$ cat config.mk
export PLATFORM = sky130hd
export DESIGN_NAME = sar_adc_readout
export DESIGN_NICKNAME = d
export VERILOG_FILES = /design/src/sar_adc_pkg.sv /design/src/sar_adc_readout.sv
export VERILOG_INCLUDE_DIRS = /design/src /design/src/src
export SDC_FILE = /design/constraint.sdc
export NUM_CORES = 1
export LEC_CHECK = 0
export BUFFER_PORTS_ARGS = -buffer_cell sky130_fd_sc_hd__buf_2
export CAP_MARGIN = 20
export CORE_MARGIN = 4
export CORE_UTILIZATION = 58
export CTS_BUF_LIST = sky130_fd_sc_hd__clkbuf_4
export CTS_CLUSTER_DIAMETER = 100
export CTS_CLUSTER_SIZE = 40
export DETAILED_ROUTE_END_ITERATION = 8
export HOLD_SLACK_MARGIN = 0.03
export PLACE_DENSITY = 0.83
export SYNTH_ARGS = -nofsm -noshare
export SYNTH_HDL_FRONTEND = slang
export SYNTH_SLANG_ARGS = --single-unit
$ cat constraint.sdc
create_clock -name clk_in -period 3.1 [get_ports clk_in]
set_clock_uncertainty 0.05 [all_clocks]
set_input_delay 0.62 -clock clk_in [delete_from_list [all_inputs] [get_ports clk_in]]
set_output_delay 0.62 -clock clk_in [all_outputs]
set_load 0.1 [all_outputs]
$ cat src/sar_adc_map.svh
// Purpose: constants for the SAR converter control and serial readout
// Assumes: clk_in at 50 MHz stands in for the internal conversion oscillator
// Notes: all times in ns, cycle counts derived from them
// Behaviour
// - chain select low: shared pin is active-low enable of serial output.
// - chain select high: shared pin is serial input from upstream converter.
// - rising convert strobe wakes device and starts a conversion; host drives it.
// - busy rises when conversion begins, falls when it completes.
// - while output enabled, each serial clock rise presents next bit, MSB first.
// - result is unsigned straight binary.
// - acquisition phase alternates with 18-bit successive-approximation conversion phase.
// - result word has 2^18 codes, 18 bits wide.
// - at conversion end the 18-bit code is loaded for serial transfer.
// - conversion time set by internal timer, independent of serial clock.
// - result readable within the same cycle, no pipeline latency; here it waits in the fifo behind any unread earlier word.
// - device powers down between conversions, wakes on next strobe.
`ifndef SAR_ADC_MAP_SVH
`define SAR_ADC_MAP_SVH
// ==========================================
// word and timing
`define SAR_BITS 18
`define CLK_PERIOD_NS 20
`define CONV_MIN_NS 460
`define CONV_MAX_NS 527
`define CYCLE_MIN_NS 1000
`define POR_WAIT_NS 20000
// least time rounds up to whole cycles
`define CONV_CYCLES ((`CONV_MIN_NS + `CLK_PERIOD_NS - 1) / `CLK_PERIOD_NS)
`define FIFO_DEPTH 8
`define SYNC_WIDTH 4
`endif

$ cat src/sar_adc_pkg.sv
// Purpose: shared types for the SAR converter control
// Assumes: nothing
// Notes: states of the conversion sequencer
package sar_adc_pkg;
    typedef enum logic [1:0] {
        ST_ACQ = 2'b00,
        ST_CONV = 2'b01,
        ST_WAIT = 2'b10
    } conv_state_e;
endpackage

$ cat src/sar_adc_readout.sv
// Purpose: conversion sequencing, result buffering and serial readout
// Assumes: comparator_in is registered on clk_in by the analog front end
// Notes: pin inputs pass a two-flop synchroniser before any use
`timescale 1ns/1ps
`include "sar_adc_map.svh"

// ==========================================
// two-flop synchroniser bank
module sync_bank #(
    parameter int W = 4
) (
    input wire logic clk_in, // core clock
    input wire logic resetn_in, // async reset, low
    input wire logic [W-1:0] d_in, // async levels
    output logic [W-1:0] q_out // synchronised levels
);
    logic [W-1:0] s1_q;
    logic [W-1:0] s2_q;

    // first stage feeds only the second
    always_ff @(posedge clk_in or negedge resetn_in) begin
        if (!resetn_in) begin
            s1_q <= '0;
            s2_q <= '0;
        end else begin
            s1_q <= d_in;
            s2_q <= s1_q;
        end
    end

    assign q_out = s2_q;
endmodule

// ==========================================
// result fifo
module result_fifo #(
    parameter int WIDTH = 18,
    parameter int DEPTH = 8
) (
    input wire logic clk_in, // core clock
    input wire logic resetn_in, // async reset, low
    input wire logic wr_valid_in, // push request
    output logic wr_ready_out, // room for a word
    input wire logic [WIDTH-1:0] wr_data_in, // pushed word
    output logic rd_valid_out, // word available
    input wire logic rd_ready_in, // pop request
    output logic [WIDTH-1:0] rd_data_out // head word
);
    localparam int AW = $clog2(DEPTH);
    logic [WIDTH-1:0] mem [DEPTH];
    logic [AW:0] wp_q;
    logic [AW:0] rp_q;
    wire push = wr_valid_in && wr_ready_out;
    wire pop = rd_valid_out && rd_ready_in;
    wire full = (wp_q[AW] != rp_q[AW]) && (wp_q[AW-1:0] == rp_q[AW-1:0]);

    // flags from pointers, extra bit tells full from empty
    assign wr_ready_out = !full;
    assign rd_valid_out = wp_q != rp_q;
    assign rd_data_out = mem[rp_q[AW-1:0]];

    // storage has no reset, only pointers do
    always_ff @(posedge clk_in) begin
        if (push) begin
            mem[wp_q[AW-1:0]] <= wr_data_in;
        end
    end

    // pointers
    always_ff @(posedge clk_in or negedge resetn_in) begin
        if (!resetn_in) begin
            wp_q <= '0;
            rp_q <= '0;
        end else begin
            if (push) begin
                wp_q <= wp_q + 1'b1;
            end
            if (pop) begin
                rp_q <= rp_q + 1'b1;
            end
        end
    end
endmodule

// ==========================================
// top: converter control and serial readout
module sar_adc_readout #(
    parameter int BITS = `SAR_BITS,
    parameter int DEPTH = `FIFO_DEPTH
) (
    input wire logic clk_in, // core clock, 50 MHz
    input wire logic resetn_in, // power-on reset, low
    input wire logic convert_strobe_in, // conversion start pin
    input wire logic chain_select_in, // mode pin
    input wire logic read_enable_or_chain_input_in, // enable or chain data
    input wire logic sclk_in, // host serial clock
    input wire logic comparator_in, // high: input above trial
    output logic busy_out, // conversion running
    output logic sdo_out, // serial data
    output logic sdo_oe_out, // serial data driven
    output logic [BITS-1:0] sampling_cap_dac_out, // trial code
    output logic sample_out, // acquisition switch closed
    output logic powered_up_out // core powered
);
    localparam logic [4:0] CONV_LEN = 5'(`CONV_CYCLES);
    localparam logic [4:0] TOP_IDX = 5'(BITS - 1);
    localparam logic [4:0] WORD_LEN = 5'(BITS);

    // ==========================================
    // pin synchronisers
    logic [`SYNC_WIDTH-1:0] pins_s;
    logic conv_d1_q;
    logic sclk_d1_q;

    sync_bank #(.W(`SYNC_WIDTH)) u_sync (
        .clk_in(clk_in),
        .resetn_in(resetn_in),
        .d_in({convert_strobe_in, chain_select_in,
               read_enable_or_chain_input_in, sclk_in}),
        .q_out(pins_s)
    );

    wire conv_s = pins_s[3];
    wire chain_s = pins_s[2];
    wire shared_s = pins_s[1];
    wire sclk_s = pins_s[0];
    wire conv_rise = conv_s && !conv_d1_q;
    wire sclk_rise = sclk_s && !sclk_d1_q;

    // edge detectors read the synchronised copies only
    always_ff @(posedge clk_in or negedge resetn_in) begin
        if (!resetn_in) begin
            conv_d1_q <= 1'b0;
            sclk_d1_q <= 1'b0;
        end else begin
            conv_d1_q <= conv_s;
            sclk_d1_q <= sclk_s;
        end
    end

    // ==========================================
    // conversion sequencer
    sar_adc_pkg::conv_state_e st_q;
    sar_adc_pkg::conv_state_e st_d;
    logic [4:0] tmr_q;
    logic [4:0] idx_q;
    logic sar_done_q;
    logic [BITS-1:0] code_q;
    logic busy_q;
    logic pwr_q;
    logic sample_q;
    logic fifo_wr_ready;

    // strobe edges during a conversion are ignored
    wire start = (st_q == sar_adc_pkg::ST_ACQ) && conv_rise;
    wire sar_step = (st_q == sar_adc_pkg::ST_CONV) && !sar_done_q;
    wire timer_end = tmr_q >= CONV_LEN - 5'h01;
    // a full fifo holds busy high: back-pressure onto the host
    wire finish = (st_q == sar_adc_pkg::ST_WAIT) && fifo_wr_ready;
    wire [BITS-1:0] bit_mask = BITS'(1) << idx_q;
    wire [BITS-1:0] lower_mask = bit_mask >> 1;
    // keep the trial bit on a high comparator, then try the next lower one
    wire [BITS-1:0] code_next =
        (comparator_in ? code_q : (code_q & ~bit_mask)) | lower_mask;

    // next state
    always_comb begin
        st_d = st_q;
        case (st_q)
            sar_adc_pkg::ST_ACQ: begin
                if (start) begin
                    st_d = sar_adc_pkg::ST_CONV;
                end
            end
            sar_adc_pkg::ST_CONV: begin
                if (timer_end && sar_done_q) begin
                    st_d = sar_adc_pkg::ST_WAIT;
                end
            end
            sar_adc_pkg::ST_WAIT: begin
                if (fifo_wr_ready) begin
                    st_d = sar_adc_pkg::ST_ACQ;
                end
            end
            default: begin
                st_d = sar_adc_pkg::ST_ACQ;
            end
        endcase
    end

    // state, timer, busy and power
    always_ff @(posedge clk_in or negedge resetn_in) begin
        if (!resetn_in) begin
            st_q <= sar_adc_pkg::ST_ACQ;
            tmr_q <= 5'h00;
            busy_q <= 1'b0;
            pwr_q <= 1'b0;
            sample_q <= 1'b1;
        end else begin
            st_q <= st_d;
            tmr_q <= start ? 5'h00 : (timer_end ? tmr_q : tmr_q + 5'h01);
            busy_q <= start || (busy_q && !finish);
            pwr_q <= start || (pwr_q && !finish);
            // own flop so the switch output carries no gate after the register
            sample_q <= !(start || (busy_q && !finish));
        end
    end

    // successive approximation register, one decision per cycle
    always_ff @(posedge clk_in or negedge resetn_in) begin
        if (!resetn_in) begin
            code_q <= '0;
            idx_q <= 5'h00;
            sar_done_q <= 1'b0;
        end else if (start) begin
            code_q <= BITS'(1) << TOP_IDX;
            idx_q <= TOP_IDX;
            sar_done_q <= 1'b0;
        end else if (sar_step) begin
            code_q <= code_next;
            idx_q <= (idx_q == 5'h00) ? 5'h00 : idx_q - 5'h01;
            sar_done_q <= idx_q == 5'h00;
        end
    end

    // ==========================================
    // result buffer
    logic fifo_rd_valid;
    logic [BITS-1:0] fifo_rd_data;
    logic load;

    // code is plain unsigned binary, pushed as it stands
    result_fifo #(.WIDTH(BITS), .DEPTH(DEPTH)) u_fifo (
        .clk_in(clk_in),
        .resetn_in(resetn_in),
        .wr_valid_in(st_q == sar_adc_pkg::ST_WAIT),
        .wr_ready_out(fifo_wr_ready),
        .wr_data_in(code_q),
        .rd_valid_out(fifo_rd_valid),
        .rd_ready_in(load),
        .rd_data_out(fifo_rd_data)
    );

    // ==========================================
    // serial readout
    logic [BITS-1:0] shift_q;
    logic [4:0] left_q;
    logic armed_q;
    logic oe_q;

    // normal mode: shared pin low enables; chain mode: always driving
    wire oe_d = chain_s || !shared_s;
    wire chain_bit = chain_s ? shared_s : 1'b0;
    // reload only once per conversion, after the previous word left
    wire drained = left_q == 5'h00;
    assign load = fifo_rd_valid && drained && armed_q;
    wire shift = sclk_rise && oe_q && !load;

    // arm on every start; a new start beats the clear of a load
    always_ff @(posedge clk_in or negedge resetn_in) begin
        if (!resetn_in) begin
            armed_q <= 1'b0;
        end else begin
            armed_q <= start || (armed_q && !load);
        end
    end

    // shifter: msb sits on the output, chain bits enter at the bottom
    always_ff @(posedge clk_in or negedge resetn_in) begin
        if (!resetn_in) begin
            shift_q <= '0;
            left_q <= 5'h00;
        end else if (load) begin
            shift_q <= fifo_rd_data;
            left_q <= WORD_LEN;
        end else if (shift) begin
            shift_q <= {shift_q[BITS-2:0], chain_bit};
            left_q <= drained ? 5'h00 : left_q - 5'h01;
        end
    end

    // enable register
    always_ff @(posedge clk_in or negedge resetn_in) begin
        if (!resetn_in) begin
            oe_q <= 1'b0;
        end else begin
            oe_q <= oe_d;
        end
    end

    // outputs straight from flops
    assign busy_out = busy_q;
    assign sdo_out = shift_q[BITS-1];
    assign sdo_oe_out = oe_q;
    assign sampling_cap_dac_out = code_q;
    assign sample_out = sample_q;
    assign powered_up_out = pwr_q;
endmodule

==> metrics.yaml, run 1 <==
clocking:
  clkLatencyLatePin_ns: 0.65
  clock_sinks: 221
  cts_setup_buffers: 0
  htreeDepth: 1
  ctsHoldBuffers: 5
  path_clk_slew_ns: 0.35
  root_buffer: "clkbuf_4"
  cts_tree: "done"
  clk_path_buf_depth: 3
  cts_resized: 0
  numCtsBuffers: 9
synth:
  synthFlopType: "edfxtp_1"
  synth_nets: 529
  ys_async_sr_fraction: 0.348
  ys_seq_area_frac: 0.701
  syn_inst: 512
  yosys-top-cells-count: "edfxtp_1 (144), dfrtp_1 (76), mux2i_1 (54)"
  synth_edf_count: 144
  synth_area_um2: 8920
  synthTopCellsByArea: "edfxtp_1 (48%), dfrtp_1 (21%), mux4_2 (9.1%)"
  yosys_warnings: 0
  avgSynthCellArea_um2: 17.4
  synth_top_cell_area_share: 0.485
  synth.distinct_cells: 53
  synth.most_common_cell: "edfxtp_1"
  ys_ff_latch: 221
  synth_top_area_cell: "edfxtp_1"
grt:
  grt_pass1_wl_mm: 27.4
  use_met2: 0.340
  grt_max_degree: 45
  busiest_layer: "met2"
  first_global_vias: 4908
  track_usage: 0.199
  grt_util_met3: 0.0263
  gr-total-overflow: 0
  antenna_found_initial: 0
  grt_util_met1: 0.280
sta:
  worstMarginPinSlew_ns: 0.749
  holdWs_ns: 0.196
  finalWorstPathRequiredPeriod_ns: 2.51
  fmax_mhz: 399
  setup_ws_ns: 0.591
  rsz0062_at_grt: "no"
  period_share: 0.809
  fin_setup_tns_ns: 0
  slew_headroom: 0.501
  setup_viol: 0
  finalHoldViolCount: 0
  report.final.slew_viol_count: 0
hold_path:
  hp-class: "in2reg"
  hold_start: "comparator_in"
outcome:
  status: "finished clean"
worst_setup_path:
  crit_path_start_kind: "flop"
  crit_path_top_delay_cell: "dfrtp_1"
  crit_fanout: 10
  cp_data_arrival_time_ns: 1.84
  slowest_delay_ns: 0.68
  crit_path_end_kind: "output port"
  r2r-start: "u_fifo.wp_q[1]"
  crit_chain: "buf_2"
  path_buf_inv: 1
  critical_path.startpoint: "sampling_cap_dac_out[17]"
  crit_family: "flip-flops"
  critical_path_class: "reg2out"
  crit_required_ns: 2.43
die:
  die_w_um: 132
  coreArea_um2: 15100
  die_area_um2: 17400
  ios: 30
  start_util: 0.589
  rows: 45
  chipHeight_um: 132
drt:
  drc: 0
  vias: 4705
  first_pass_iters: 6
  route.antenna.remaining_nets: 0
  drt-initial-drc-count: 442
  routedWlPerCell_um: 22.8
  drt-total-wl_mm: 16.9
  vias_per_cell: 6.36
cells_and_area:
  nets: 567
  n_antenna_cell: 0
  final_util: 0.625
  finalNonFillerCells: 740
  final_layout_size_suffix_gt1_frac: 0.192
  syn_to_final_growth_pct: 6.14
  fin_area_um2: 9470
job:
  drv_cap: 0
placed_design:
  dp_slack_ns: 0.791
  dpl_cell_area_um2: 9320
  dp_hpwl_mm: 10.8
  port_buffers: 29
  place_inst: 722
  place_congestion: 0.882
power_and_ir_drop:
  peakVddDrop_mv: 0.699
  power_mw: 8.23
  power.leakage_nw: 3.66
  powerDensity_nw_per_um2: 869
flip-flops by register name, summed over array words and instances (netlist names):
name / flops
armed_q: 1
busy_out: 1
conv_d1_q: 1
idx_q: 5
left_q: 5
powered_up_out: 1
sample_out: 1
sampling_cap_dac_out: 18
sar_done_q: 1
sclk_d1_q: 1
sdo_oe_out: 1
shift_q: 18
st_q: 2
tmr_q: 5
u_fifo.mem: 144
u_fifo.rp_q: 4
u_fifo.wp_q: 4
u_sync.q_out: 4
u_sync.s1_q: 4
layout by cell type, fill, tap and decap left out, types with 3 or more instances in the layout:
master	instances
buf_2	28
edfxtp_1	144
a32o_1	8
buf_4	14
nand2_1	36
xnor2_1	8
nand3_1	4
clkbuf_4	10
o21ai_0	8
ha_1	10
nand4_1	3
a21oi_1	4
mux2i_1	54
nor3_1	4
dlygate4sd3_1	5
and3_1	3
xor2_1	3
inv_1	7
o211ai_1	7
mux4_2	36
a21o_1	5
nand2b_1	12
nor2_1	20
dfrtp_1	75
worst paths after layout:
check                                           endpoint  slack, ns  cells after the start
worst min-delay path            sampling_cap_dac_out[16]       0.20                      3
max in group asynchronous                     sample_out       1.90                      3
worst max register to register          u_fifo.mem[0][5]       0.80                      5
worst max-delay path            sampling_cap_dac_out[17]       0.59                      1
min in group asynchronous                u_sync.q_out[1]       0.43                      2
worst min register to register           u_sync.q_out[2]       0.35                      0
cell type report:
cell class	instances	area [um2]
multi-input cells	263	2540
repair buffers	48	315
flip-flops and latches	221	6250
clock buffers	10	75.1
fillers	1026	5680
clock inverters	3	25.0
well taps	188	235
inverters	7	26.3
cells by family (layout without fill, tap and decap cells):
kind of cell	count (synthesis)	after routing	share of synthesized area
compound gates	48	48	0.0398
xor+xnor	11	11	0.0108
fa+ha+maj	10	10	0.0140
buf+inv	28	68	0.0164
flops	221	221	0.701
mux	91	91	0.153
simple gates	103	103	0.0655
where the power goes:
part           total (mW)  internal (mW)  switching (mW)
registers            4.34           3.75           0.591
clock network       0.940          0.167           0.773
logic                2.95           1.02            1.93
total                8.23           4.94            3.30
routing by layer:
layer  part of all wire  wire length, um  vias to the layer above
met2               0.53             8910                      154
met1               0.40             6820                     2473
li1                   -                -                     2056
met5                  0                0                        -
met3              0.055              923                       22
met4              0.015              254                        0
No activity file was read; power rests on OpenSTA's default activity.
==> run 2, diff against run 1 <==
==> constraint.sdc (replaced) <==
create_clock -name clk_in -period 2.13 [get_ports clk_in]
set_clock_uncertainty 0.05 [all_clocks]
set_input_delay 0.426 -clock clk_in [delete_from_list [all_inputs] [get_ports clk_in]]
set_output_delay 0.426 -clock clk_in [all_outputs]
set_load 0.1 [all_outputs]
==> metrics.yaml, run 2 (synthesis results as in run 1) <==
worst_setup_path:
  crit_family: "flip-flops"
  crit_required_ns: 1.65  # -0.78 ns
  crit_path_end_kind: "output port"
  cp_data_arrival_time_ns: 1.59  # -0.25 ns
  crit_path_top_delay_cell: "dfrtp_2"
  crit_path_start_kind: "flop"
  slowest_delay_ns: 0.59  # -0.09 ns
  path_buf_inv: 1  # unchanged
  r2r_setup_slack_ns: 0.10  # -0.70 ns
  crit_fanout: 10  # unchanged
  r2r.worst_path.cells: 5  # unchanged
  critical_path_class: "reg2out"
  reg2reg_to: "u_fifo.mem[0][6]"
  crit_chain: "buf_4"
  r2r-start: "st_q[0]"
grt:
  first_global_vias: 4815  # -1.9%
  gr-total-overflow: 0  # unchanged
  grt_pass1_wl_mm: 26.8  # -2.1%
  track_usage: 0.194  # -0.00503
  antenna_found_initial: 0  # unchanged
  grt_max_degree: 42  # -6.7%
clocking:
  numCtsBuffers: 9  # unchanged
  clk_path_buf_depth: 3  # unchanged
  cts_tree: "done"
  clock_sinks: 221  # unchanged
  root_buffer: "clkbuf_4"
  htreeDepth: 1  # unchanged
  clkLatencyLatePin_ns: 0.66  # about the same
  path_clk_slew_ns: 0.36  # about the same
cells_and_area:
  largest_reg_flops: 144  # unchanged
  final_util: 0.652  # +0.0266
  nets: 590  # +4.1%
  n_antenna_cell: 0  # unchanged
  final_common_cell: "edfxtp_1"
  mostFrequentLayoutCells: "edfxtp_1 (144), dfrtp_1 (62), mux2i_1 (54)"
  final_layout_size_suffix_gt1_frac: 0.257  # +0.0654
  finalNonFillerCells: 763  # +3.1%
  fillers: 982  # -4.3%
  syn_to_final_growth_pct: 10.7
placed_design:
  port_buffers: 29  # unchanged
  dp_hpwl_mm: 11.2  # +3.5%
  place_congestion: 0.870  # -1.5%
  place_inst: 744  # +3.0%
power_and_ir_drop:
  power.leakage_nw: 3.78  # +3.3%
  peakVddDrop_mv: 1.23  # +76%
  power_mw: 12.6  # +53%
  powerDensity_nw_per_um2: 1270  # +46%
sta:
  holdWs_ns: 0.126  # -0.0706 ns
  period_share: 0.972
  slew_headroom: 0.629  # +0.128
  fmax_mhz: 483
  report.final.slew_viol_count: 0  # unchanged
  worstMarginPinSlew_ns: 0.555  # -0.194 ns
  finalHoldViolCount: 0  # unchanged
  setup_viol: 0  # unchanged
  finalWorstPathRequiredPeriod_ns: 2.07
  rsz0062_at_grt: "no"
die:
  die_w_um: 132  # unchanged
  coreArea_um2: 15100  # unchanged
  ios: 30  # unchanged
  rows: 45  # unchanged
  start_util: 0.589  # unchanged
  chipHeight_um: 132  # unchanged
  die_area_um2: 17400  # unchanged
hold_path:
  hp-class: "in2async"
drt:
  routedWlPerCell_um: 22.0  # -3.9%
  drt-initial-drc-count: 329  # -26%
  route.antenna.remaining_nets: 0  # unchanged
  first_pass_iters: 5  # -1
  vias: 4688  # -0.36%
  vias_per_cell: 6.14  # -3.4%
  drt-total-wl_mm: 16.8  # -0.91%
  drc: 0  # unchanged
job:
  drv_cap: 0  # unchanged
outcome:
  status: "finished clean"
==> run 2: cell count changes in the layout (fill, tap and decap cells not counted), sizes merged <==
cell	previous run	this run
clkinvlp	1	0
buf	43	61
dlygate4sd3	5	6
clkinv	1	0
bufinv	0	1
clkbuf	10	15
==> run 2: area by class of cell <==
class	instances	area (um2)	area share
inverter	7	26.3	0.00266
tap	188	235	0.0238
clock buffer	11	82.6	0.00836
sequential	221	6270	0.635
clock inverter	2	46.3	0.00469
multi-input combinational	263	2570	0.261
timing repair buffer	71	638	0.0646
==> run 2: worst max path at each step <==
stage,start,endpoint,slack [ns],cells past startpoint
6_report,sampling_cap_dac_out[11],sampling_cap_dac_out[11],0.06,1
5_1_grt,sampling_cap_dac_out[12],sampling_cap_dac_out[12],0.0003,1
4_1_cts,sampling_cap_dac_out[3],sampling_cap_dac_out[3],0.002,1
3_5_place_dp,st_q[0],u_fifo.mem[0][0],0.15,5
3_3_place_gp,u_fifo.wp_q[0],u_fifo.mem[0][0],0.25,5
2_1_floorplan,u_fifo.wp_q[1],u_fifo.mem[0][0],-0.05,5
==> run 2: routing by layer <==
metal,part of all wire,vias up,GRT usage,wire length [um]
met4,0.013,0,0.0286,215
li1,-,2102,-,-
met1,0.43,2424,0.277,7150
met3,0.053,20,0.0256,890
met2,0.51,142,0.333,8500
met5,0,-,0,0
==> run 2: per-stage QoR <==
step | area, um2 | setup TNS (ns) | setup WS (ns)
finish | 9870 | 0 | 0.0599
global route | 9870 | 0 | 0.000301
CTS | 9850 | 0 | 0.00212
detailed placement | 9620 | 0 | 0.146
global placement | 9620 | 0 | 0.249
floorplan | 8970 | -1.41 | -0.0509
==> run 2: what timing repair did <==
| action | in CTS | in global routing |
|---|---|---|
| hold endpoints to repair | 60 | 0 |
| gates cloned | 0 | 0 |
| endpoints found under the setup margin | 15 | 11 |
| setup buffers | 0 | 0 |
| hold buffers | 6 | 0 |
| gates resized for setup | 21 | 11 |
==> run 2: power by group <==
part | switching (mW) | total (mW) | internal [mW]
Clock | 1.14 | 1.52 | 0.384
Combinational | 3.04 | 4.79 | 1.76
Sequential | 0.763 | 6.25 | 5.49
